[src/hdl/ebm_pkg.sv]
/*
 * package of the expansion bus master: widths, chip-select modes, pin bundle,
 * request bundle and cycle states.
 * assumes nothing of its surroundings; imported whole by the master module.
 */
package ebm_pkg;

	// ----------------------------------------------------------------
	// widths and counts
	// ----------------------------------------------------------------
	localparam int unsigned ADDR_W       = 24;
	localparam int unsigned DATA_W       = 16;
	localparam int unsigned CS_NUM       = 8;
	localparam int unsigned CS_SEL_W     = 3;
	localparam int unsigned RDY_NUM      = 4;
	localparam int unsigned HOST_CS_BASE = 4;  // first chip select that may run host-port cycles
	localparam int unsigned SETTLE_W     = 2;
	localparam logic [1:0]  STRAP_SETTLE = 2'h3; // cycles to fill the strap synchroniser

	// ----------------------------------------------------------------
	// chip-select cycle modes
	// ----------------------------------------------------------------
	typedef enum logic [1:0] {
		EBM_MODE_SEP  = 2'h0, // separate read and write strobes
		EBM_MODE_DS   = 2'h1, // data strobe plus read-not-write
		EBM_MODE_HOST = 2'h2  // host-port mode, ready paced
	} ebm_mode_e;

	// ----------------------------------------------------------------
	// bus cycle states, gray along idle-addr-strobe-end
	// ----------------------------------------------------------------
	typedef enum logic [1:0] {
		EBM_ST_IDLE = 2'h0,
		EBM_ST_ADDR = 2'h1,
		EBM_ST_STRB = 2'h3,
		EBM_ST_END  = 2'h2
	} ebm_state_e;

	// ----------------------------------------------------------------
	// bundles
	// ----------------------------------------------------------------
	typedef struct packed {
		logic                 write;
		logic [CS_SEL_W-1:0]  cs;
		logic [ADDR_W-1:0]    addr;
		logic [DATA_W-1:0]    wdata;
	} ebm_req_s;

	typedef struct packed {
		logic                 address_latch_strobe;
		logic [ADDR_W-1:0]    bus_address;
		logic                 bus_address_oe;
		logic                 write_strobe_n;
		logic                 read_strobe_n;
		logic [CS_NUM-1:0]    chip_select_n;
		logic [DATA_W-1:0]    bus_data;
		logic                 bus_data_oe;
	} ebm_pins_s;

	localparam ebm_pins_s PINS_IDLE = '{
		address_latch_strobe: 1'b0,
		bus_address:          '0,
		bus_address_oe:       1'b0,
		write_strobe_n:       1'b1,
		read_strobe_n:        1'b1,
		chip_select_n:        '1,
		bus_data:             '0,
		bus_data_oe:          1'b0
	};

endpackage

[src/hdl/ebm_master.sv]
/*
 * expansion bus master: runs multiplexed bus cycles on eight chip selects,
 * paced by an external bus clock that is sampled on the core clock.
 * assumes a core clock well above twice the bus clock; the testbench resolves
 * the two-way address and data wires from the enables.
 */
// Summary of operation
// - bus pins other than the address enable move only on bus clock edges
// - pulse address latch strobe in address phase
// - drive access address on 24-bit address bus
// - sample address lines as straps after reset release
// - write pin: write, data or host strobe
// - read pin: read strobe or read-not-write
// - eight chip selects, each sep or ds
// - host mode only on chip selects four-seven
// - wait low halts access, resumes when high
// - wait ignored in host-port mode
// - ready polarity selectable per input
// - host access halts while its ready inactive
// - ready inputs ignored for chip selects 0-3
module ebm_master
	import ebm_pkg::*;
(
	input  wire logic                   clk_i,            // core clock, 200 MHz
	input  wire logic                   rst_b_i,          // async reset, active low
	input  wire logic                   bus_clock_in_i,   // external bus clock
	input  wire logic                   wait_in_n_i,      // wait from peripherals, low halts
	input  wire logic [RDY_NUM-1:0]     host_port_ready_i,// ready per chip select 4..7
	input  wire logic [ADDR_W-1:0]      bus_address_i,    // address wires as seen at the pins
	input  wire logic [DATA_W-1:0]      bus_data_i,       // data wires as seen at the pins
	input  wire logic [2*CS_NUM-1:0]    cs_mode_i,        // two mode bits per chip select
	input  wire logic [RDY_NUM-1:0]     ready_high_i,     // 1: ready input active high
	input  wire logic                   req_valid_i,      // access request
	input  wire ebm_req_s               req_i,            // access direction, target, data
	output logic                        req_ready_o,      // request taken when high with valid
	output logic                        rsp_valid_o,      // one-cycle pulse, access finished
	output logic [DATA_W-1:0]           rsp_rdata_o,      // read data, held until next read
	output logic [ADDR_W-1:0]           straps_o,         // address lines caught after reset release
	output logic                        straps_valid_o,   // straps captured, bus usable
	output ebm_pins_s                   pins_o            // all driven bus pins and enables
);

	// ----------------------------------------------------------------
	// helpers
	// ----------------------------------------------------------------
	// effective mode of a chip select; host mode falls back below cs 4
	function automatic ebm_mode_e eff_mode(input logic [CS_SEL_W-1:0] cs,
	                                       input logic [2*CS_NUM-1:0] modes);
		logic [1:0] m;
		m = modes[2*cs +: 2];
		if (m == EBM_MODE_HOST && cs >= CS_SEL_W'(HOST_CS_BASE)) begin
			return EBM_MODE_HOST;
		end else if (m == EBM_MODE_DS) begin
			return EBM_MODE_DS;
		end else begin
			return EBM_MODE_SEP;
		end
	endfunction

	// ----------------------------------------------------------------
	// synchronisers: two flops before any logic looks at a pin
	// ----------------------------------------------------------------
	logic                 bclk_m_q, bclk_s_q, bclk_p_q;
	logic                 wait_m_q, wait_s_q;
	logic [RDY_NUM-1:0]   rdy_m_q, rdy_s_q;
	logic [ADDR_W-1:0]    addr_m_q, addr_s_q;
	logic [DATA_W-1:0]    data_m_q, data_s_q;

	always_ff @(posedge clk_i or negedge rst_b_i) begin
		if (!rst_b_i) begin
			bclk_m_q <= 1'b0;
			bclk_s_q <= 1'b0;
			bclk_p_q <= 1'b0;
			wait_m_q <= 1'b1;
			wait_s_q <= 1'b1;
			rdy_m_q  <= '0;
			rdy_s_q  <= '0;
			addr_m_q <= '1;
			addr_s_q <= '1;
			data_m_q <= '0;
			data_s_q <= '0;
		end else begin
			bclk_m_q <= bus_clock_in_i;
			bclk_s_q <= bclk_m_q;
			bclk_p_q <= bclk_s_q;
			wait_m_q <= wait_in_n_i;
			wait_s_q <= wait_m_q;
			rdy_m_q  <= host_port_ready_i;
			rdy_s_q  <= rdy_m_q;
			addr_m_q <= bus_address_i;
			addr_s_q <= addr_m_q;
			data_m_q <= bus_data_i;
			data_s_q <= data_m_q;
		end
	end

	// rising edge of the bus clock; all pin changes but the address enable at strap capture wait for it
	logic bedge;
	assign bedge = bclk_s_q & ~bclk_p_q;

	// ----------------------------------------------------------------
	// strap capture after reset release
	// ----------------------------------------------------------------
	logic [SETTLE_W-1:0] settle_q, settle_d;
	logic [ADDR_W-1:0]   straps_q, straps_d;
	logic                strap_done_q, strap_done_d;

	// address pins are released while settling, pull-ups and board set the level
	always_comb begin
		settle_d     = settle_q;
		straps_d     = straps_q;
		strap_done_d = strap_done_q;
		if (!strap_done_q) begin
			straps_d = addr_s_q;
			if (settle_q == STRAP_SETTLE) begin
				strap_done_d = 1'b1;
			end else begin
				settle_d = settle_q + SETTLE_W'(1);
			end
		end
	end

	always_ff @(posedge clk_i or negedge rst_b_i) begin
		if (!rst_b_i) begin
			settle_q     <= '0;
			straps_q     <= '1;
			strap_done_q <= 1'b0;
		end else begin
			settle_q     <= settle_d;
			straps_q     <= straps_d;
			strap_done_q <= strap_done_d;
		end
	end

	assign straps_o       = straps_q;
	assign straps_valid_o = strap_done_q;

	// ----------------------------------------------------------------
	// bus cycle engine
	// ----------------------------------------------------------------
	ebm_state_e           state_q, state_d;
	ebm_req_s             cur_q, cur_d;
	ebm_mode_e            mode_q, mode_d;
	logic                 pend_q, pend_d;
	logic                 rdy_q, rdy_d;
	logic                 rsp_q, rsp_d;
	logic [DATA_W-1:0]    rdata_q, rdata_d;
	ebm_pins_s            pins_q, pins_d;
	logic                 stall;
	logic [CS_SEL_W-1:0]  rdy_idx;
	logic                 rdy_active;

	// stall source follows the mode of the running access
	always_comb begin
		rdy_idx    = cur_q.cs - CS_SEL_W'(HOST_CS_BASE);
		rdy_active = ~(rdy_s_q[rdy_idx[1:0]] ^ ready_high_i[rdy_idx[1:0]]);
		if (mode_q == EBM_MODE_HOST) begin
			stall = ~rdy_active;
		end else begin
			stall = ~wait_s_q;
		end
	end

	always_comb begin
		state_d = state_q;
		cur_d   = cur_q;
		mode_d  = mode_q;
		pend_d  = pend_q;
		rdy_d   = rdy_q;
		rsp_d   = 1'b0;
		rdata_d = rdata_q;
		pins_d  = pins_q;
		if (strap_done_q) begin
			pins_d.bus_address_oe = 1'b1; // straps taken, address becomes an output
		end
		// request hand-off, independent of bus clock
		if (req_valid_i && rdy_q) begin
			cur_d  = req_i;
			mode_d = eff_mode(req_i.cs, cs_mode_i);
			pend_d = 1'b1;
			rdy_d  = 1'b0;
		end
		if (bedge) begin
			case (state_q)
				EBM_ST_IDLE: begin
					if (pend_q) begin
						pend_d = 1'b0;
						state_d = EBM_ST_ADDR;
						pins_d.address_latch_strobe = 1'b1;
						pins_d.bus_address = cur_q.addr;
						pins_d.bus_data = cur_q.addr[DATA_W-1:0];
						pins_d.bus_data_oe = 1'b1;
						pins_d.chip_select_n = ~(CS_NUM'(1) << cur_q.cs);
						pins_d.read_strobe_n = (mode_q == EBM_MODE_SEP) ? 1'b1 : ~cur_q.write;
					end
				end
				EBM_ST_ADDR: begin
					state_d = EBM_ST_STRB;
					pins_d.address_latch_strobe = 1'b0;
					pins_d.bus_data = cur_q.wdata;
					pins_d.bus_data_oe = cur_q.write;
					if (mode_q == EBM_MODE_SEP) begin
						pins_d.write_strobe_n = ~cur_q.write;
						pins_d.read_strobe_n  = cur_q.write;
					end else begin
						pins_d.write_strobe_n = 1'b0;
					end
				end
				EBM_ST_STRB: begin
					// held here while stalled, picks up again on the next free edge
					if (!stall) begin
						state_d = EBM_ST_END;
						if (!cur_q.write) begin
							rdata_d = data_s_q;
						end
						pins_d.write_strobe_n = 1'b1;
						if (mode_q == EBM_MODE_SEP) begin
							pins_d.read_strobe_n = 1'b1;
						end
					end
				end
				EBM_ST_END: begin
					state_d = EBM_ST_IDLE;
					pins_d.chip_select_n = '1;
					pins_d.read_strobe_n = 1'b1;
					pins_d.bus_data_oe = 1'b0;
					rsp_d = 1'b1;
					rdy_d = 1'b1;
				end
				default: begin
					state_d = EBM_ST_IDLE;
					pins_d  = PINS_IDLE;
				end
			endcase
		end
		if (!strap_done_q) begin
			rdy_d = strap_done_d;
		end
	end

	always_ff @(posedge clk_i or negedge rst_b_i) begin
		if (!rst_b_i) begin
			state_q <= EBM_ST_IDLE;
			cur_q   <= '0;
			mode_q  <= EBM_MODE_SEP;
			pend_q  <= 1'b0;
			rdy_q   <= 1'b0;
			rsp_q   <= 1'b0;
			rdata_q <= '0;
			pins_q  <= PINS_IDLE;
		end else begin
			state_q <= state_d;
			cur_q   <= cur_d;
			mode_q  <= mode_d;
			pend_q  <= pend_d;
			rdy_q   <= rdy_d;
			rsp_q   <= rsp_d;
			rdata_q <= rdata_d;
			pins_q  <= pins_d;
		end
	end

	assign req_ready_o = rdy_q;
	assign rsp_valid_o = rsp_q;
	assign rsp_rdata_o = rdata_q;
	assign pins_o      = pins_q;

endmodule

[config.mk]
export PLATFORM = sky130hd
export DESIGN_NAME = ebm_master
export DESIGN_NICKNAME = d
export VERILOG_FILES = /design/src/hdl/ebm_pkg.sv /design/src/hdl/ebm_master.sv
export SDC_FILE = /design/constraint.sdc
export NUM_CORES = 1
export LEC_CHECK = 0
export ABC_AREA = 1
export BUFFER_PORTS_ARGS = -buffer_cell sky130_fd_sc_hd__clkbuf_2
export CAP_MARGIN = 25
export CORE_MARGIN = 1.5
export CORE_UTILIZATION = 50
export CTS_BUF_LIST = sky130_fd_sc_hd__clkbuf_4
export CTS_CLUSTER_DIAMETER = 100
export DETAILED_ROUTE_END_ITERATION = 8
export PLACE_DENSITY = 0.78
export SYNTH_ARGS = -nofsm -noshare
export SYNTH_HDL_FRONTEND = slang
export SYNTH_SLANG_ARGS = --single-unit
[constraint.sdc]
create_clock -name clk_i -period 1.58 [get_ports clk_i]
set_input_delay 0.158 -clock clk_i [delete_from_list [all_inputs] [get_ports clk_i]]
set_output_delay 0.158 -clock clk_i [all_outputs]
set_load 0.03 [all_outputs]
Word-level counts from Yosys, hierarchy flattened. Index checks and enable logic that the tools add are counted.

Register bits: 240. Bits of input ports: 113. Output and inout port bits: 96. Word-level logic and storage cells: 111.

Add/sub/neg operators: 2. Order comparisons: 2. Equality and inequality tests: 11. Shift-type cells: 2. Multiplexer cells: 36. Bitwise operators: 9. Reductions and logical operators: 17.

Operators by type and width (count): $pmux W16 S2 (1); $mux W26 (1); $mux W25 (1); $mux W1 (21); $reduce_and A3 Y1 (6); $pmux W8 S2 (1); $shiftx A16 B5 Y2 (1); $eq A2 B2 Y1 const B (5); $mux W2 (4); $ne A2 B2 Y1 const B (4); $not A8 Y8 (1); $pmux W2 S4 (1); $shl A1 B3 Y8 const A (1); $not A1 Y1 (6); $reduce_bool A2 Y1 (3); $reduce_and A5 Y1 (1); $bmux W1 S2 (2); $eq A2 B1 Y1 const B (2); $logic_not A2 Y1 (2); $pmux W1 S2 (2); $pmux W1 S4 (1); $reduce_and A4 Y1 (1); $ge A3 B3 Y1 const B (1); $lt A2 B3 Y1 const B (1); 8 further kinds (9).

Depth between registers and ports, before layout.
Depth in word-level cells: 7. Depth in mapped cells: 13. Depth with buffers taken out: 12.

Worst setup path after synthesis. No wires, ideal clock.

Path kind: register -> register. Start: register state_q[0]. End: register pins_q (netlist bit pins_o[46]). Library setup time: 0.130 ns. Arrival: 1.526 ns. Required time: 1.450 ns. Setup slack: -0.076 ns. Cell stages (with the launch flop): 10. Buffers on the path: 2. Clock period less this slack: 1.656 ns. Path through: dfrtp_1 inv_1 ha_1 inv_2 nor3_2 inv_1 buf_2 buf_2 nand2_1 o21ai_0.

Cells in the longest elaborated chain, start to end: 2.

Ends and longest elaborated chain: from (decl) (line ebm_master.sv:141) `ebm_state_e state_q, state_d;`; from (signal assigned) (line ebm_master.sv:252) `state_q <= state_d;`; $logic_not A2 Y1 (line ebm_master.sv:184) `case (state_q)`; $reduce_and A3 Y1 (no line); to (signal assigned) (line ebm_master.sv:259) `pins_q <= pins_d;`; to (decl) (line ebm_master.sv:148) `ebm_pins_s pins_q, pins_d;`.

No other way between the ends. A chain may end at the register's enable or synchronous reset.

Worst setup path after layout.
Start: register cur_q[40] (netlist name). End: register rdata_q[2], in the netlist rsp_rdata_o[2].

Cells in the longest elaborated chain, start to end: 7. Elaborated cells between the ends (all ways): 9. Those cells by class: add/sub: 1; mux: 5; bitwise: 2; reduce/logical: 1.

Ends and longest elaborated chain: from (decl) (line ebm_master.sv:142) `ebm_req_s cur_q, cur_d;`; from (signal assigned) (line ebm_master.sv:253) `cur_q <= cur_d;`; $sub A2 B1 Y2 * (line ebm_master.sv:155) `rdy_idx = cur_q.cs - CS_SEL_W'(HOST_CS_BASE);`; $bmux W1 S2 (line ebm_master.sv:156) `rdy_active = ~(rdy_s_q[rdy_idx[1:0]] ^ ready_high_i[rdy_idx[1:0]]);`; $mux W1 (implied by the code) (line ebm_master.sv:156); $xor A1 B1 Y1 * (line ebm_master.sv:156); $mux W1 * (line ebm_master.sv:157) `if (mode_q == EBM_MODE_HOST) begin`; $not A1 Y1 (no line) *; $reduce_and A4 Y1 (no line) *; to (signal assigned) (line ebm_master.sv:258) `rdata_q <= rdata_d;`; to (decl) (line ebm_master.sv:147) `logic [DATA_W-1:0] rdata_q, rdata_d;`.

Every way passes the cells marked *; elsewhere a longest branch is shown, timed or not. The select of a mux whose other input is x is not followed.

==> impl_metrics.toml <==
[outcome]
status = "complete, but fails checks"
violations = "negative setup slack"

[logic_synthesis]
syn_nets = 922
yosysTopAreaCellShare = 0.453
ys_types = 32
syn-cell-area_um2 = 8620
yosysWarnings = 0
seq_area_frac_synth = 0.709
synth_cells = 803
synth_async_sr_flop_share = 1.00
synth_area_per_cell_um2 = 10.7
synth_edf_count = 0
ys_seq_elements = 240
yosys.area.top_type = "dfrtp_1"
synth.area.top_cells = "dfrtp_1 (45%), dfstp_2 (26%), nand2_1 (13%)"
synth_top_flop_cell = "dfrtp_1"

[finish]
drive_above_1_share = 0.394
fin_nets = 1303
fin_cells = 1452
area_growth_pct = 45.8
postLayoutCoreUtil = 0.752
stdcell_area_um2 = 12600

[sta]
tightest_slew_ns = 0.751
hold_viol_final = 0
max_freq_mhz = 609
setup_viol = 22
setup_tns_ns = -0.651
slew_violations = 0
setup_ws_ns = -0.0622
fin_skew_ns = 0.0305
finalCritPeriodShare = 1.04
min_period_ns = 1.64
hold_ws_ns = 0.0811
relSlewSlack = 0.499
rsz0062_at_grt = "yes"

[run]
max_cap_violations = 0

[hold_path]
hold_end = "mode_q[0]"
min-delay-start = "cs_mode_i[11]"
hold_path.class = "in -> reg"
hold_depth = 6

[floorplan]
die_x_um = 134
start_util = 0.516
core_area_um2 = 16700
die_h_um = 134
die_area_um2 = 18000
rows = 47
ios = 209

[worst_setup_path]
reg2reg_depth = 13
r2r_end = "rsp_rdata_o[2]"
crit_type = "reg -> reg"
end_kind = "flop"
critPathArrivalTime_ns = 2.18
r2r_setup_slack_ns = -0.06
r2r_start = "cur_q[40]"
setup.worst_path.start_class = "flop"
worst-path-max-fanout = 7
cp.required_ns = 2.12

[drt]
ant_nets = 0
drtIter0Drc = 377
drc = 0
dr.pass1.iters = 5
num_vias = 7134
vias_per_cell = 4.91
totalWireLength_mm = 23.7
wire_per_inst_um = 16.3

[grt]
gr-usage-all-layers = 0.250
grt_pass1_wl_mm = 35.5
grt_max_degree = 66
grt_pass1_vias = 7267
antenna_found_initial = 1
grt-ovfl-total = 0

[placement]
placed_cells = 1222
post-dp-hpwl_mm = 12.3
post_dp_cell_area_um2 = 10100
globalplace.congestion = 0.825
dp_slack_ns = -0.0954
io_buffers = 208

[power_and_ir_drop]
p_leak_nw = 6.20
vdd_drop_max_mv = 1.16
p_per_area_nw_per_um2 = 1680
fin_total_pwr_mw = 21.2

[cts]
clockBufferDepth = 3
cts_tree = "yes"
h-tree-depth = 2
cts_root_buf = "clkbuf_4"
path_clk_slew_ns = 0.08
cts_buffers = 59
clkSinkCount = 240
clock_latency_ns = 0.67
==> layout make-up <==
type,count,area [µm²]
Multi-Input combinational cell,482,2370
Fill cell,1053,4130
Sequential cell,240,6120
Clock inverter,18,73.8
Tap cell,220,275
Inverter,50,195
Timing Repair Buffer,351,2860
Clock buffer,90,676
Antenna cell,1,2.50
==> synth_stat cells (2+ instances only) <==
master    number
a21oi_1        3
a21oi_4        3
a31oi_1       24
buf_1          2
buf_2          5
buf_4          2
buf_6          5
clkbuf_1      18
dfrtp_1      156
dfstp_2       84
ha_1           6
inv_1         43
inv_2          6
nand2_1      292
nand2_4        2
nand3_1       28
nand4_1        2
nor2_1        43
o21ai_0       61
o21ai_1        3
o22ai_1        4
==> layer usage <==
| layer | vias up | wire (µm) | track usage | share of wire |
|---|---|---|---|---|
| met4 | 0 | 733 | 0.115 | 0.031 |
| met2 | 259 | 12300 | 0.424 | 0.52 |
| met1 | 3473 | 9270 | 0.299 | 0.39 |
| li1 | 3345 | - | - | - |
| met5 | - | 0 | 0 | 0 |
| met3 | 57 | 1400 | 0.0658 | 0.059 |
==> state kept, by name, summed over array words and instances (netlist names), 4 cells and up <==
name and flops:
pins_o 53, cur_q 44, addr_m_q 24, addr_s_q 24
straps_o 24, data_m_q 16, data_s_q 16, rsp_rdata_o 16
rdy_m_q 4, rdy_s_q 4
==> cells in the final DEF, fill, tap and decap left out, types with 4 or more instances in the layout <==
master	count
a31oi_1	24
buf_12	9
buf_4	27
buf_6	4
buf_8	11
clkbuf_16	5
clkbuf_2	172
clkbuf_4	95
clkbuf_8	16
clkinv_1	14
dfrtp_1	152
dfrtp_2	4
dfstp_2	84
dlygate4sd3_1	100
inv_1	38
inv_2	11
nand2_1	289
nand3_1	13
nand3_2	13
nor2_1	35
nor2_2	5
nor2_4	4
o21ai_0	59
o21ai_1	5
o22ai_1	4
==> worst max path at each step <==
stage,startpoint,to,cells past startpoint
6_report,cur_q[40],rsp_rdata_o[2],13
5_1_grt,cur_q[41],rsp_rdata_o[12],11
4_1_cts,straps_o[22],straps_o[22],1
3_5_place_dp,cur_q[40],state_q[1],11
3_3_place_gp,cur_q[40],state_q[0],11
2_1_floorplan,state_q[1],pins_o[46],9
==> logic make-up (layout without fill, tap and decap cells) <==
kind of cell | count (synthesis) | in the layout | synth area share
compound gates | 101 | 101 | 0.0676
xor+xnor | 1 | 1 | 0.00102
fa+ha+maj | 6 | 6 | 0.00871
buf+inv | 82 | 509 | 0.0417
flops | 240 | 240 | 0.709
other cells | 0 | 1 | 0
simple gates | 373 | 374 | 0.172
==> critical path: stages, from the launching register on <==
cell       delay (ns)
dfrtp_2          0.44
buf_12           0.15
buf_6            0.11
nand2_2          0.04
nand2_1          0.04
nand2_1          0.05
nand2_1          0.05
nand2_1          0.07
nand2_2          0.06
nand2_4          0.10
nand2_8          0.10
clkbuf_16        0.19
nand3_2          0.06
nand2_1          0.06
==> where the power goes <==
part / internal, mW / switching (mW)
Clock: 2.60 / 2.46
Combinational: 2.65 / 4.62
Sequential: 7.84 / 0.992
==> timing repair <==
action | 4_1_cts | 5_1_grt
cloned | 0 | 7
pin swaps | 0 | 22
gates resized for setup | 63 | 70
setup endpoints to repair | 66 | 101
hold endpoints to repair | 332 | 1
hold buffers | 101 | 1
setup buffers | 0 | 13
No activity file was read; power rests on OpenSTA's default activity.
